--- config.mk ---
export PLATFORM = sky130hd
export DESIGN_NAME = table_write_holding_path
export DESIGN_NICKNAME = d
export VERILOG_FILES = /design/src/logic/tblwr_pkg.sv /design/src/logic/hold_if.sv /design/src/logic/hold_mem.sv /design/src/logic/table_write_holding_path.sv
export SDC_FILE = /design/constraint.sdc
export NUM_CORES = 1
export LEC_CHECK = 0
export BUFFER_PORTS_ARGS = -buffer_cell sky130_fd_sc_hd__buf_2
export CAP_MARGIN = 30
export CORE_UTILIZATION = 32
export CTS_BUF_LIST = sky130_fd_sc_hd__clkbuf_8
export DETAILED_ROUTE_END_ITERATION = 12
export PLACE_DENSITY = 0.6
export SYNTH_ARGS = -nofsm -noshare
export SYNTH_HDL_FRONTEND = slang
export SYNTH_SLANG_ARGS = --single-unit
--- constraint.sdc ---
create_clock -name clk -period 4.6 [get_ports clk]
set_input_delay 0.69 -clock clk [delete_from_list [all_inputs] [get_ports clk]]
set_output_delay 0.69 -clock clk [all_outputs]
set_load 0.01 [all_outputs]
--- src/logic/tblwr_pkg.sv ---
package tblwr_pkg;
  localparam int PTR_W       = 21;
  localparam int DATA_W      = 8;
  localparam int HOLD_N      = 8;
  localparam int SEL_W       = 3;
  localparam int MODE_W      = 2;
  localparam int QCNT_W      = 2;
  localparam logic [1:0] MODE_NONE = 2'h0;
  localparam logic [1:0] MODE_POSTINC = 2'h1;
  localparam logic [1:0] MODE_POSTDEC = 2'h2;
  localparam logic [1:0] MODE_PREINC = 2'h3;
  localparam logic [20:0] PTR_RESET = 21'h000000;
  localparam logic [20:0] PTR_ONE = 21'h000001;
  localparam logic [7:0] HOLD_RESET = 8'h00;
  localparam logic [1:0] Q_LAST = 2'h3;
  typedef enum logic [2:0] {
    ST_IDLE   = 3'b001,
    ST_DECODE = 3'b010,
    ST_WRITE  = 3'b100
  } state_t;
endpackage

--- src/logic/hold_if.sv ---
`timescale 1ns/1ps
`default_nettype none
interface hold_if;
  logic       we;
  logic [2:0] waddr;
  logic [7:0] wdata;
  logic [2:0] raddr;
  logic [7:0] rdata;
  modport ctrl (output we, output waddr, output wdata, output raddr, input rdata);
  modport mem  (input we, input waddr, input wdata, input raddr, output rdata);
endinterface
`default_nettype wire

--- src/logic/hold_mem.sv ---
`timescale 1ns/1ps
`default_nettype none
module hold_mem (
  // Clock and reset
  input  wire logic clk,
  input  wire logic arst_n,
  // Port
  hold_if.mem       hp
);
  logic [tblwr_pkg::DATA_W-1:0] mem_reg [tblwr_pkg::HOLD_N];
  logic [tblwr_pkg::DATA_W-1:0] rdata_reg;

  genvar gi;
  generate
    for (gi = 0; gi < tblwr_pkg::HOLD_N; gi++) begin : g_ent
      // Each entry only stages a byte; nothing here reaches program memory.
      always_ff @(posedge clk or negedge arst_n) begin
        if (!arst_n) begin
          mem_reg[gi] <= tblwr_pkg::HOLD_RESET;
        end else if (hp.we && hp.waddr == 3'(gi)) begin
          mem_reg[gi] <= hp.wdata;
        end
      end
    end
  endgenerate

  always_ff @(posedge clk or negedge arst_n) begin
    if (!arst_n) begin
      rdata_reg <= tblwr_pkg::HOLD_RESET;
    end else begin
      rdata_reg <= mem_reg[hp.raddr];
    end
  end
  assign hp.rdata = rdata_reg;
endmodule // hold_mem
`default_nettype wire

--- src/logic/table_write_holding_path.sv ---
`timescale 1ns/1ps
`default_nettype none
module table_write_holding_path (
  // Clock and reset
  input  wire logic        clk,
  input  wire logic        arst_n,
  // Instruction issue from the core
  input  wire logic        table_write_instruction,
  input  wire logic [1:0]  write_mode,
  input  wire logic [7:0]  table_latch,
  // Pointer load from the core
  input  wire logic        ptr_load,
  input  wire logic [20:0] ptr_load_value,
  // Status
  output logic             busy,
  output logic             done,
  output logic [20:0]      table_pointer,
  output logic [3:0]       q_phase,
  // Holding register readout for the programming sequencer
  input  wire logic [2:0]  hold_raddr,
  output logic [7:0]       hold_rdata,
  output logic             hold_we,
  output logic             byte_is_high
);
  // ----------------------------------------------------------------
  // State and quarter counter
  // ----------------------------------------------------------------
  tblwr_pkg::state_t state_reg, state_next;
  logic [1:0]  q_reg;
  logic [1:0]  mode_reg;
  logic [20:0] ptr_reg, ptr_next;
  logic        done_reg;
  logic        q_end;
  logic        start;
  logic        write_now;
  logic [20:0] ptr_inc;
  logic [20:0] ptr_dec;
  logic [20:0] addr_used;

  assign q_end     = (q_reg == tblwr_pkg::Q_LAST);
  assign start     = (state_reg == tblwr_pkg::ST_IDLE) && table_write_instruction;
  assign ptr_inc   = ptr_reg + tblwr_pkg::PTR_ONE;
  assign ptr_dec   = ptr_reg - tblwr_pkg::PTR_ONE;
  // Pre-increment uses the advanced address for the write itself.
  assign addr_used = (mode_reg == tblwr_pkg::MODE_PREINC) ? ptr_inc : ptr_reg;
  // Write happens in the second cycle, last quarter.
  assign write_now = (state_reg == tblwr_pkg::ST_WRITE) && q_end;

  always_comb begin
    state_next = state_reg;
    case (state_reg)
      tblwr_pkg::ST_IDLE:   if (start) state_next = tblwr_pkg::ST_DECODE;
      tblwr_pkg::ST_DECODE: if (q_end) state_next = tblwr_pkg::ST_WRITE;
      tblwr_pkg::ST_WRITE:  if (q_end) state_next = tblwr_pkg::ST_IDLE;
      default:              state_next = tblwr_pkg::ST_IDLE;
    endcase
  end

  always_comb begin
    ptr_next = ptr_reg;
    if (write_now) begin
      case (mode_reg)
        tblwr_pkg::MODE_NONE:    ptr_next = ptr_reg;
        tblwr_pkg::MODE_POSTINC: ptr_next = ptr_inc;
        tblwr_pkg::MODE_POSTDEC: ptr_next = ptr_dec;
        tblwr_pkg::MODE_PREINC:  ptr_next = ptr_inc;
        default:                 ptr_next = ptr_reg;
      endcase
    end else if (ptr_load && state_reg == tblwr_pkg::ST_IDLE) begin
      ptr_next = ptr_load_value;
    end
  end

  always_ff @(posedge clk or negedge arst_n) begin
    if (!arst_n) begin
      state_reg <= tblwr_pkg::ST_IDLE;
      q_reg     <= '0;
      mode_reg  <= tblwr_pkg::MODE_NONE;
      ptr_reg   <= tblwr_pkg::PTR_RESET;
      done_reg  <= 1'b0;
    end else begin
      state_reg <= state_next;
      q_reg     <= (state_reg == tblwr_pkg::ST_IDLE) ? 2'h0 : q_reg + 2'h1;
      if (start) mode_reg <= write_mode;
      ptr_reg   <= ptr_next;
      done_reg  <= write_now;
    end
  end

  // ----------------------------------------------------------------
  // Holding registers
  // ----------------------------------------------------------------
  hold_if hb ();
  assign hb.we    = write_now;
  assign hb.waddr = addr_used[tblwr_pkg::SEL_W-1:0];
  assign hb.wdata = table_latch;
  assign hb.raddr = hold_raddr;

  hold_mem u_hold (
    .clk    (clk),
    .arst_n (arst_n),
    .hp     (hb)
  );

  assign busy          = (state_reg != tblwr_pkg::ST_IDLE);
  assign done          = done_reg;
  assign table_pointer = ptr_reg;
  assign q_phase       = busy ? (4'h1 << q_reg) : 4'h0;
  assign hold_rdata    = hb.rdata;
  assign hold_we       = write_now;
  assign byte_is_high  = addr_used[0];

  // ----------------------------------------------------------------
  // Check helpers
  // ----------------------------------------------------------------
  // The span counter measures one write, so its length is checked
  // without a long repetition inside a property.
  logic [3:0] span_reg;
  logic [2:0] next_low;
  logic       expect_high;
  logic       plain_mode;
  logic [7:0] entry_hit;

  // The expected entry and byte are rebuilt from the visible pointer,
  // not from the address path that the write itself uses.
  assign next_low    = table_pointer[2:0] + 3'h1;
  assign plain_mode  = (mode_reg != tblwr_pkg::MODE_PREINC);
  assign expect_high = plain_mode ? table_pointer[0] : ~table_pointer[0];

  // One flag per entry, so that a write can be seen to pick exactly one.
  genvar ei;
  generate
    for (ei = 0; ei < tblwr_pkg::HOLD_N; ei++) begin : g_hit
      assign entry_hit[ei] = write_now && (hb.waddr == 3'(ei));
    end
  endgenerate

  always_ff @(posedge clk or negedge arst_n) begin
    if (!arst_n) begin
      span_reg <= 4'h0;
    end else begin
      span_reg <= busy ? span_reg + 4'h1 : 4'h0;
    end
  end

  // ----------------------------------------------------------------
  // Checks
  // ----------------------------------------------------------------
  chk_two_cycles: assert property (@(posedge clk) disable iff (!arst_n)
    start |=> busy [*8] ##1 !busy) else $error("write not two cycles");
  chk_write_pos: assert property (@(posedge clk) disable iff (!arst_n)
    start |-> ##8 (hold_we && q_phase == 4'h8) ##1 done) else $error("write at wrong quarter");
  chk_post_inc: assert property (@(posedge clk) disable iff (!arst_n)
    write_now && mode_reg == tblwr_pkg::MODE_POSTINC |=>
    table_pointer == $past(table_pointer) + tblwr_pkg::PTR_ONE) else $error("post inc bad");
  chk_post_dec: assert property (@(posedge clk) disable iff (!arst_n)
    write_now && mode_reg == tblwr_pkg::MODE_POSTDEC |=>
    table_pointer == $past(table_pointer) - tblwr_pkg::PTR_ONE) else $error("post dec bad");
  chk_no_change: assert property (@(posedge clk) disable iff (!arst_n)
    write_now && mode_reg == tblwr_pkg::MODE_NONE |=> $stable(table_pointer))
    else $error("pointer moved");
  chk_busy_ptr: assert property (@(posedge clk) disable iff (!arst_n)
    busy && !write_now |=> $stable(table_pointer)) else $error("pointer moved while busy");
  chk_byte_sel: assert property (@(posedge clk) disable iff (!arst_n)
    write_now |-> byte_is_high == expect_high) else $error("byte select bad");
  chk_hold_data: assert property (@(posedge clk) disable iff (!arst_n)
    write_now ##1 (hold_raddr == $past(addr_used[2:0])) |=> hold_rdata == $past(table_latch, 2))
    else $error("holding data bad");
  chk_one_write: assert property (@(posedge clk) disable iff (!arst_n)
    hold_we |=> !hold_we [*7]) else $error("extra holding write");

  // Pointer wrap, the idle pointer load and the variant that moves the pointer first.
  chk_pre_inc: assert property (@(posedge clk) disable iff (!arst_n)
    write_now && mode_reg == tblwr_pkg::MODE_PREINC |=>
    table_pointer == $past(table_pointer) + tblwr_pkg::PTR_ONE) else $error("pre inc bad");
  chk_ptr_wrap: assert property (@(posedge clk) disable iff (!arst_n)
    write_now && mode_reg == tblwr_pkg::MODE_POSTINC && (&table_pointer) |=>
    table_pointer == 21'h000000) else $error("pointer did not wrap");
  chk_idle_load: assert property (@(posedge clk) disable iff (!arst_n)
    ptr_load && !busy |=> table_pointer == $past(ptr_load_value))
    else $error("pointer load lost");

  // Which holding entry a write lands in.
  chk_pre_entry: assert property (@(posedge clk) disable iff (!arst_n)
    write_now && !plain_mode |-> hb.waddr == next_low) else $error("pre inc entry bad");
  chk_plain_entry: assert property (@(posedge clk) disable iff (!arst_n)
    write_now && plain_mode |-> hb.waddr == table_pointer[2:0]) else $error("entry bad");
  chk_one_entry: assert property (@(posedge clk) disable iff (!arst_n)
    $onehot0(entry_hit)) else $error("several entries written");
  chk_entry_hit: assert property (@(posedge clk) disable iff (!arst_n)
    hold_we |-> $onehot(entry_hit)) else $error("no entry written");

  // Quarter sequencing inside the two instruction cycles.
  chk_quarter_hot: assert property (@(posedge clk) disable iff (!arst_n)
    busy |-> $onehot(q_phase)) else $error("quarter not one-hot");
  chk_quarter_idle: assert property (@(posedge clk) disable iff (!arst_n)
    !busy |-> q_phase == 4'h0) else $error("quarter while idle");
  chk_quarter_step: assert property (@(posedge clk) disable iff (!arst_n)
    busy && q_phase != 4'h8 |=> q_phase == ($past(q_phase) << 1))
    else $error("quarter skipped");
  chk_start_q1: assert property (@(posedge clk) disable iff (!arst_n)
    start |=> busy && q_phase == 4'h1) else $error("decode not in first quarter");
  chk_state_hot: assert property (@(posedge clk) disable iff (!arst_n)
    $onehot(state_reg)) else $error("state not one-hot");
  chk_mode_kept: assert property (@(posedge clk) disable iff (!arst_n)
    busy |=> $stable(mode_reg)) else $error("variant changed mid write");

  // Length of the two instruction cycles and the end of the write.
  chk_decode_len: assert property (@(posedge clk) disable iff (!arst_n)
    start |=> (state_reg == tblwr_pkg::ST_DECODE) [*4] ##1 (state_reg == tblwr_pkg::ST_WRITE))
    else $error("first cycle length bad");
  chk_write_len: assert property (@(posedge clk) disable iff (!arst_n)
    state_reg == tblwr_pkg::ST_DECODE && q_end |=>
    (state_reg == tblwr_pkg::ST_WRITE) [*4] ##1 (state_reg == tblwr_pkg::ST_IDLE))
    else $error("second cycle length bad");
  chk_span_bound: assert property (@(posedge clk) disable iff (!arst_n)
    busy |-> span_reg < 4'h8) else $error("write too long");
  chk_span_write: assert property (@(posedge clk) disable iff (!arst_n)
    hold_we |-> span_reg == 4'h7) else $error("holding write off its quarter");
  chk_done_after: assert property (@(posedge clk) disable iff (!arst_n)
    hold_we |=> done && !busy) else $error("done late");
  chk_done_pulse: assert property (@(posedge clk) disable iff (!arst_n)
    done |=> !done) else $error("done too long");
  chk_idle_quiet: assert property (@(posedge clk) disable iff (!arst_n)
    !busy |-> !hold_we) else $error("holding write while idle");
endmodule // table_write_holding_path
`default_nettype wire

# Word level (Yosys, flattened, before mapping)
# Index checks and enable logic that the tools add are counted.
dict set report classes {
  add_sub_neg 3
  n_lt_le_gt_ge 1
  eq_ne 19
  shift 1
  n_mux 13
  n_bitwise 1
  n_reduce_logical 17
}
# op count
set ops {}
lappend ops {{21-bit 2-to-1 mux} 2}
lappend ops {{21-bit case mux with 2 select lines} 1}
lappend ops {{8-bit binary-select mux with 3-bit select} 1}
lappend ops {{21-bit by 1-bit adder with 21-bit output, second input constant} 1}
lappend ops {{21-bit by 1-bit subtractor with 21-bit output, second input constant} 1}
lappend ops {{8-bit 2-to-1 mux} 2}
lappend ops {{3-bit == test, second input constant} 5}
lappend ops {{3-bit 2-to-1 mux} 4}
lappend ops {{1-bit logical AND} 11}
lappend ops {{3-bit by 2-bit == test with 1-bit output, second input constant} 3}
lappend ops {{3-bit case mux with 3 select lines} 1}
lappend ops {{2-bit != test, second input constant} 4}
lappend ops {{2-bit == test, second input constant} 3}
lappend ops {{3-bit by 1-bit == test with 1-bit output, second input constant} 2}
lappend ops {{4-bit greater-or-equal comparator, second input constant} 1}
lappend ops {{4-bit 2-to-1 mux} 1}
lappend ops {{3-bit inverter with 4-bit output} 1}
lappend ops {{1-bit by 2-bit left shift with 4-bit output, first input constant} 1}
lappend ops {{3-bit zero test} 1}
lappend ops {{3-bit by 1-bit != test with 1-bit output, second input constant} 1}
lappend ops {{3-bit AND reduction} 1}
lappend ops {{2-bit by 1-bit adder with 2-bit output, second input constant} 1}
lappend ops {{2-bit by 1-bit == test with 1-bit output, second input constant} 1}
lappend ops {{2-bit zero test} 1}
lappend ops {{4 further kinds} 4}
dict set report totals {
  register_bits 101
  input_bits 38
  wordCells 69
}

# Logic depth before layout (Yosys ltp)
# Gate-level depths: netlist of the first run.
dict set report logic_depth {
  word_depth 4
  ltp_mapped 8
  depth_no_buf 7
}

# By module
# A second synthesis of the first run with hierarchy kept.
dict set report hier_totals {
  hier_cells 439
  hier_area_um2 5445.2
}
# mod instances cells_per_inst area_per_inst_um2 seq_area_each_um2
set modules_own_cells {}
lappend modules_own_cells {hold_mem 1 180 3193.1 1801.7}
lappend modules_own_cells {table_write_holding_path 1 259 2252.2 726.9}

# Worst setup path after synthesis of the first run
# OpenSTA, ideal clock, no wires.
dict set report synth_timing {
  path_kind {input -> register}
  from {input port hold_raddr[0]}
  to {register u_hold.rdata_reg, in the netlist u_hold.hp.rdata[0]}
  arrival_time_ns 2.178
  t_required_ns 4.475
  path_slack_ns 2.297
  stages 4
  n_path_buf 2
  path_cell_list {clkbuf_1 > buf_2 > mux4_2 > mux2_2}
}
dict set report synth_via {
  elab_chain_len 4
}
# item line_no
set synth_rtl {}
lappend synth_rtl {{start, declared} table_write_holding_path.sv:20} ;# input wire logic [2:0] hold_raddr,
lappend synth_rtl {{3-bit inverter with 4-bit output (not written as such)} hold_mem.sv:31} ;# rdata_reg <= mem_reg[hp.raddr];
lappend synth_rtl {{8-bit binary-select mux with 3-bit select} hold_mem.sv:31}
lappend synth_rtl {{8-bit 2-to-1 mux (not written as such) (2 in a row)} hold_mem.sv:31}
lappend synth_rtl {{end signal, assigned} hold_mem.sv:29} ;# rdata_reg <= tblwr_pkg::HOLD_RESET;
lappend synth_rtl {{end signal, assigned} hold_mem.sv:31}
lappend synth_rtl {{end, declared} hold_mem.sv:11} ;# logic [tblwr_pkg::DATA_W-1:0] rdata_reg;
# Every way passes these cells. The select of a mux whose other input is x is not followed.
# A chain may end at the register's enable or synchronous reset.

# Worst setup path after layout of the first run
dict set report layout_timing {
  from {register q_reg[0]}
  to {output port hold_we}
}
dict set report layout_via {
  elab_chain_len 2
}
# item line_no
set layout_rtl {}
lappend layout_rtl {{start, declared} table_write_holding_path.sv:29} ;# logic [1:0] q_reg;
lappend layout_rtl {{start signal, assigned} table_write_holding_path.sv:83} ;# q_reg <= (state_reg == tblwr_pkg::ST_IDLE) ? 2'h0 : q_reg + 2'h1;
lappend layout_rtl {{2-bit == test} table_write_holding_path.sv:40} ;# assign q_end = (q_reg == tblwr_pkg::Q_LAST);
lappend layout_rtl {{1-bit logical AND} table_write_holding_path.sv:47} ;# assign write_now = (state_reg == tblwr_pkg::ST_WRITE) && q_end;
lappend layout_rtl {{end, declared} table_write_holding_path.sv:22} ;# output logic hold_we,
# Every way passes these cells.

==> results by group, run 1 <==
Outcome
  – Outcome: finished clean

Clocking
  – Cts hold-fix bufs: 0
  – H-tree depth: 3
  – Worst-Skew Late Latency: roughly 0.4 ns
  – Clock transition at path regs: about 0.11 ns
  – Post-CTS Setup Inserts: 0
  – Clk buf depth: 2
  – Post_cts resized: 0
  – Clock Root Buffer: clkbuf_8
  – TritonCTS clock tree: yes
  – Cts bufs inserted: 9
  – Clk sink count: roughly 100

Drt
  – Average wire per standard cell: around 18 um
  – DRT Pass-1 Iters: 5
  – Total Wirelength: 13500 um
  – DRC viols: 0
  – Iter 0 DRT Violations: approximately 250
  – Vias per cell: about 5.4
  – Final ANT Viol Nets: 0
  – Vias: 4153

Synth
  – Mapped Area: about 5400 sq um
  – Register area share after synthesis: 0.467
  – Synthesized Nets: around 520
  – Synth warn: 0
  – Ys async rst share: 1.00
  – Leading area contributor after synthesis: dfrtp_1
  – Commonest cells post-synth: dfrtp_1 (100), mux2_2 (61), nand2_1 (43)
  – Commonest register cell after synthesis: dfrtp_1
  – Post-synth cell types: 59
  – Mapped Cells: 480
  – Syn_area_per_cell: roughly 11 sq um
  – Post-synth EDFFs: 0
  – Most numerous cell in the Yosys netlist: dfrtp_1
  – Top cell type's share of synthesized area: 0.463
  – Register bit total from synthesis: 101
  – Synth area leaders: dfrtp_1 (46%), mux2_2 (13%), mux4_2 (6.7%)

Job
  – Max cap viols: 0

Timing
  – Skew final: between 0.009 and 0.01 ns
  – Final Hold Viols: 0
  – FMAX: 306 MHz
  – Rel. slew slack: 0.398
  – Fin crit share: 0.711
  – RSZ-0062 raised after global routing: no
  – # setup viols final: 0
  – Setup_tns: 0 ns
  – Final Max Tran Viols: 0
  – Worst-Margin Slew: about 0.90 ns
  – Worst setup margin: ~1.3 ns
  – Min Tclk post-route: between 3 and 4 ns

Floorplanning
  – CORE AREA: about 17000 sq um
  – IO Count: between 70 and 80
  – DIE HEIGHT: 132 um
  – Initial Utilization: 0.327
  – # rows: between 40 and 50
  – Die Area: between 15000 and 20000 sq um
  – Die X: ~130 um

Final layout
  – Synth-to-Final Area Change: 13.9%
  – Ant. Diodes: 0
  – Fin nets: around 580
  – Max reg flops: 64
  – Fin util: 0.373
  – Ratio of cells with drive above 1 in the final layout: 0.336

Power
  – PwrDens: approximately 470 nW/um^2
  – Leak Pwr: 2.79 nW
  – Maximum vdd ir drop: approximately 0.23 mV
  – Pwr Total: 2.87 mW

Placement
  – I/O Buffers: between 70 and 80
  – Place WS: between 1 and 1.5 ns
  – Gpl congestion: 0.867
  – Hpwl dp: roughly 9500 um

Critical path
  – Crit Path Max Fanout: 26
  – Register-to-register setup slack: ~1.4 ns
  – R2R depth: 6
  – Crit end category: primary output
  – Setup CP Type: register to primary output
  – Reg-to-Reg Start: q_reg[0]
  – CP required: slightly below 4 ns
  – R2r endpoint: u_hold.mem_reg[17]
  – Critical Path AT: around 2.6 ns
  – Critical path launch point type: register

Global route
  – Initial antenna violation count: 0
  – GRT Overall Usage: 0.164
  – GR Overflow Total: 0
  – Global-route wire length before repair: around 22000 um
  – Pin count of the biggest net entering global routing: 67
  – Number of global-route vias before repair: around 4.1k

Min path
  – Hold Path Class: input pin to async pin
worst max-delay path by stage:
stage / depth (start not counted) / end / slack, ns / start
floorplan: 4 / u_hold.hp.rdata[0] / 2.30 / hold_raddr[0]
CTS: 4 / hold_we / 1.31 / q_reg[0]
global placement: 6 / u_hold.mem_reg[18] / 1.57 / q_reg[0]
global route: 6 / u_hold.mem_reg[17] / 1.06 / q_reg[0]
detailed placement: 6 / u_hold.mem_reg[19] / 1.35 / q_reg[0]
finish: 4 / hold_we / 1.33 / q_reg[0]
where the power goes:
part	internal [mW]	switching, mW	total [mW]	leakage [nW]
Combinational	0.414	0.593	1.01	1.38
Clock	0.214	0.352	0.566	0.0946
Sequential	1.02	0.281	1.30	1.31
through the flow:
stage                     hold WS, ns  cell area, sq um  std cells
after floorplan                 0.394              5410        480
after global placement          0.462              5960        748
after detailed placement        0.472              5960        748
after CTS                       0.429              6160        764
after global routing            0.457              6160        764
final                           0.406              6160        764
layout make-up:
cell class                      count  area [sq um]
Tap cell                          220           275
Clock inverter                      7          73.8
Timing Repair Buffer               79           410
Fill cell                        1676         10400
Inverter                           14          52.6
Multi-Input combinational cell    334          2700
Clock buffer                        9           124
Sequential cell                   101          2530
worst max-delay path, cell delays in order (launching register included):
cell,delay (ns)
dfrtp_1,0.41
ha_1,0.25
nand4bb_1,0.62
inv_2,0.66
buf_2,0.23
layout by cell type, fill, tap and decap left out, types with 9 or more instances in the layout:
master    instances
nand2_1          43
mux4_2           16
buf_2            73
mux2_2           61
inv_1            13
a21oi_1          14
mux2_1           14
nor4_1           12
dfrtp_1         100
nor2_1           27
nand3_1          12
nor3_1           11
mux2i_1          10
a31oi_1           9
clkbuf_8          9
per-layer routing:
layer	vias up	wire length, um	track usage	part of all wire
met2	142	6380	0.256	0.47
met3	13	797	0.0465	0.059
li1	1902	-	-	-
met1	2096	6150	0.223	0.46
met4	0	145	0.0452	0.011
met5	-	0	0	0
kinds of logic after synthesis:
logic type	after synthesis	synth area share
compound gates	74	0.0941
xor+xnor	4	0.00648
fa+ha+maj	6	0.0139
buf+inv	45	0.0340
flops	101	0.467
mux	101	0.241
simple gates	149	0.143
Power figures use the tool's default switching activity.
==> run 2, diff against run 1 <==
ABC_AREA = 1   (was default)
PLACE_DENSITY = 0.59   (was 0.6)
clock period = 3.25 ns   (was 4.6 ns; I/O delays follow)
==> run 2 against run 1 <==
Wire length up 11%; register-to-register slack worse by 0.39 ns; clock skew up 0.0043 ns; total power up 68%; sequential cell count unchanged; sequential power up 62%; global-route usage up 1.1 points; largest cell class unchanged.
==> results by group, run 2 <==
Outcome
  – Outcome: finished clean

Synth
  – Synthesized Nets: 821 (+57%)
  – Post-synth EDFFs: 0 (unchanged)
  – Post-synthesis adder-cell area fraction: 0.0134 (-0.000474)
  – Post-synthesis xor/xnor area fraction: 0.0138 (+0.00737)
  – Leading area contributor after synthesis: dfrtp_1
  – Register bit total from synthesis: 101 (unchanged)
  – Simple-gate share of the synthesized area: 0.282 (+0.139)
  – Synth warn: 0 (unchanged)
  – Mapped Cells: 777 (+62%)
  – Top cell type's share of synthesized area: 0.447 (-0.0158)
  – Most numerous cell in the Yosys netlist: nand2_1
  – Commonest cells post-synth: nand2_1 (241), o21ai_0 (108), dfrtp_1 (100)
  – Mux share of post-synthesis cell area: 0.00201 (-0.239)
  – Synth area leaders: dfrtp_1 (45%), nand2_1 (16%), o21ai_0 (9.6%)
  – Commonest register cell after synthesis: dfrtp_1
  – Register area share after synthesis: 0.451 (-0.0160)
  – Ys async rst share: 1.00 (unchanged)
  – Mapped Area: 5600 sq um (+3.5%)
  – Post-synth cell types: 36 (-39%)
  – Compound-Gate Fraction of Synth Area: 0.157 (+0.0629)
  – Main combinational cell family by area after synthesis: simple AND/OR/NAND/NOR gates
  – Syn_area_per_cell: 7.21 sq um (-36%)

Timing
  – FMAX: a little under 400 MHz
  – Setup_tns: 0 ns (unchanged)
  – Final Hold Viols: 0 (unchanged)
  – Skew final: 0.0136 ns (+0.00432 ns)
  – Final Max Tran Viols: 0 (unchanged)
  – Min Tclk post-route: between 2 and 3 ns
  – Worst-Margin Slew: 0.926 ns (+0.0272 ns)
  – RSZ-0062 raised after global routing: no
  – # setup viols final: 0 (unchanged)
  – Fin crit share: 0.778
  – Rel. slew slack: 0.382 (-0.0156)
  – Hold Slack: 0.0875 ns (-0.319 ns)

Clocking
  – Worst-Skew Late Latency: 0.40 ns (about the same)
  – Cts bufs inserted: 9 (unchanged)
  – Clk sink count: 101 (unchanged)
  – TritonCTS clock tree: yes
  – Clk buf depth: 2 (unchanged)
  – Clock transition at path regs: 0.11 ns (about the same)
  – Clock Root Buffer: clkbuf_8
  – Post_cts resized: 0 (unchanged)
  – H-tree depth: 3 (unchanged)
  – Cts hold-fix bufs: 0 (unchanged)
  – Post-CTS Setup Inserts: 0 (unchanged)

Global route
  – Pin count of the biggest net entering global routing: 62 (-7.5%)
  – GR Overflow Total: 0 (unchanged)
  – Number of global-route vias before repair: 4796 (+16%)
  – GRT Overall Usage: 0.176 (+0.0111)
  – Initial antenna violation count: 0 (unchanged)
  – Global-route wire length before repair: 24800 um (+11%)

Critical path
  – Critical Path AT: 2.04 ns (-0.54 ns)
  – Setup CP Type: register to primary output
  – Crit end category: primary output
  – R2R depth: 8 (+2)
  – Crit Path Max Fanout: 25 (-3.8%)
  – Critical path launch point type: register
  – Master of the slowest instance on the critical path: dfrtp_1
  – CP required: 2.76 ns (-1.15 ns)
  – CP peak stage delay: 0.41 ns (-0.25 ns)
  – CP Cell Sequence: ha_1 -> nand2_1 -> clkinv_1 -> buf_4 -> buf_2

Floorplanning
  – Initial Utilization: 0.326 (-0.00128)
  – IO Count: 75 (unchanged)
  – DIE HEIGHT: 134 um (+1.7%)
  – Die Area: 18000 sq um (+3.5%)
  – Die X: 134 um (+1.7%)
  – # rows: 48 (+2.1%)
  – CORE AREA: 17200 sq um (+3.9%)

Final layout
  – Fillers: 1885 (+12%)
  – Ratio of cells with drive above 1 in the final layout: 0.140 (-0.196)
  – Max reg flops: 64 (unchanged)
  – Most frequent cells in the layout: nand2_1 (241), o21ai_0 (108), dfrtp_1 (100)
  – Synth-to-Final Area Change: 13.6%
  – Ant. Diodes: 0 (unchanged)
  – Final Instance Area: 6360 sq um (+3.3%)
  – Most common cell after layout, fill and taps aside: nand2_1
  – FF/Latch Area: 2530 sq um (unchanged)
  – Fin nets: 880 (+51%)
  – Multi-input logic area: 2620 sq um (-2.8%)

Drt
  – DRT Pass-1 Iters: 4 (-1)
  – Final ANT Viol Nets: 0 (unchanged)
  – Iter 0 DRT Violations: 351 (+42%)
  – Vias per cell: 4.78 (-12%)
  – DRC viols: 0 (unchanged)
  – Total Wirelength: 15000 um (+11%)
  – Average wire per standard cell: 14.0 um (-20%)
  – Vias: 5095 (+23%)

Placement
  – Gpl congestion: 0.847 (-2.3%)
  – Hpwl dp: 10500 um (+10%)
  – Cell Area, Placed: 6160 sq um (+3.3%)
  – I/O Buffers: 74 (unchanged)

Job
  – Max cap viols: 0 (unchanged)

Power
  – Sw power: 2.16 mW (+76%)
  – Sequential power share: 0.436 (-0.016)
  – Comb pwr share: 0.391 (+0.040)
  – Switching share of power: 0.448 (+0.0207)
  – PwrDens: 757 nW/um^2 (+63%)
  – P_int: 2.66 mW (+62%)
  – Leak Pwr: 3.23 nW (+16%)
  – Maximum vdd ir drop: 0.388 mV (+69%)
  – Clock share of power: 0.173 (-0.024)

Min path
  – Hold Path Class: input pin to async pin
## run 2: worst max-delay path: cells and delay by family, from the launching register on
kind	cells	cell delay, ns
fa+ha+maj	1	0.24
buf+inv	3	0.63
flops	1	0.41
simple gates	1	0.36
## run 2: routing by layer
| metal | routed length (um) | global-route usage |
|---|---|---|
| met5 | 0 | 0 |
| met4 | 191 | 0.0549 |
| met3 | 580 | 0.0367 |
| met2 | 6750 | 0.277 |
| met1 | 7430 | 0.240 |
## run 2: area by class of cell
type | count | area share
sequential | 101 | 0.397
multi-input combinational | 564 | 0.412
clock inverter | 6 | 0.0100
tap | 225 | 0.0442
timing repair buffer | 80 | 0.0676
clock buffer | 10 | 0.0216
inverter | 80 | 0.0472
## run 2: cells by family after synthesis
logic type / after synthesis
AND/OR/NAND/NOR: 380
AO/OA/AOI/OAI: 169
buffers and inverters: 112
flip-flops: 101
XOR/XNOR: 8
adder cells (fa/ha/maj): 6
multiplexers: 1
## run 2: per-stage QoR
step | utilization | power [mW] | std cells | worst slack (ns)
floorplan | - | 3.37 | 777 | 1.29
global placement | 0.359 | 3.99 | 1050 | 0.990
detailed placement | 0.359 | 4.01 | 1050 | 0.962
CTS | 0.370 | 4.86 | 1066 | 0.705
global route | 0.370 | 5.24 | 1066 | 0.570
finish | 0.370 | 4.82 | 1066 | 0.721
## run 2: path summary, 6_finish.rpt
| path | from | endpoint | slack (ns) |
|---|---|---|---|
| min in group clk | write_mode[1] | mode_reg[1] | 0.32 |
| worst min-delay path | arst_n | u_hold.mem_reg[48] | 0.09 |
| worst max register to register | state_reg[0] | table_pointer[2] | 0.99 |
| max in group asynchronous | arst_n | u_hold.mem_reg[44] | 2.42 |
| worst min register to register | u_hold.mem_reg[51] | u_hold.mem_reg[51] | 0.49 |
| worst max-delay path | q_reg[0] | hold_we | 0.72 |
## run 2: power by group through the flow
stage          Sequential [mW]  Clock [mW]  Combinational [mW]
6_report                  2.10       0.836                1.88
5_1_grt                   2.16       0.911                2.18
4_1_cts                   2.10       0.866                1.90
3_5_place_dp              2.12           0                1.89
3_3_place_gp              2.12           0                1.87
2_1_floorplan             2.00           0                1.36
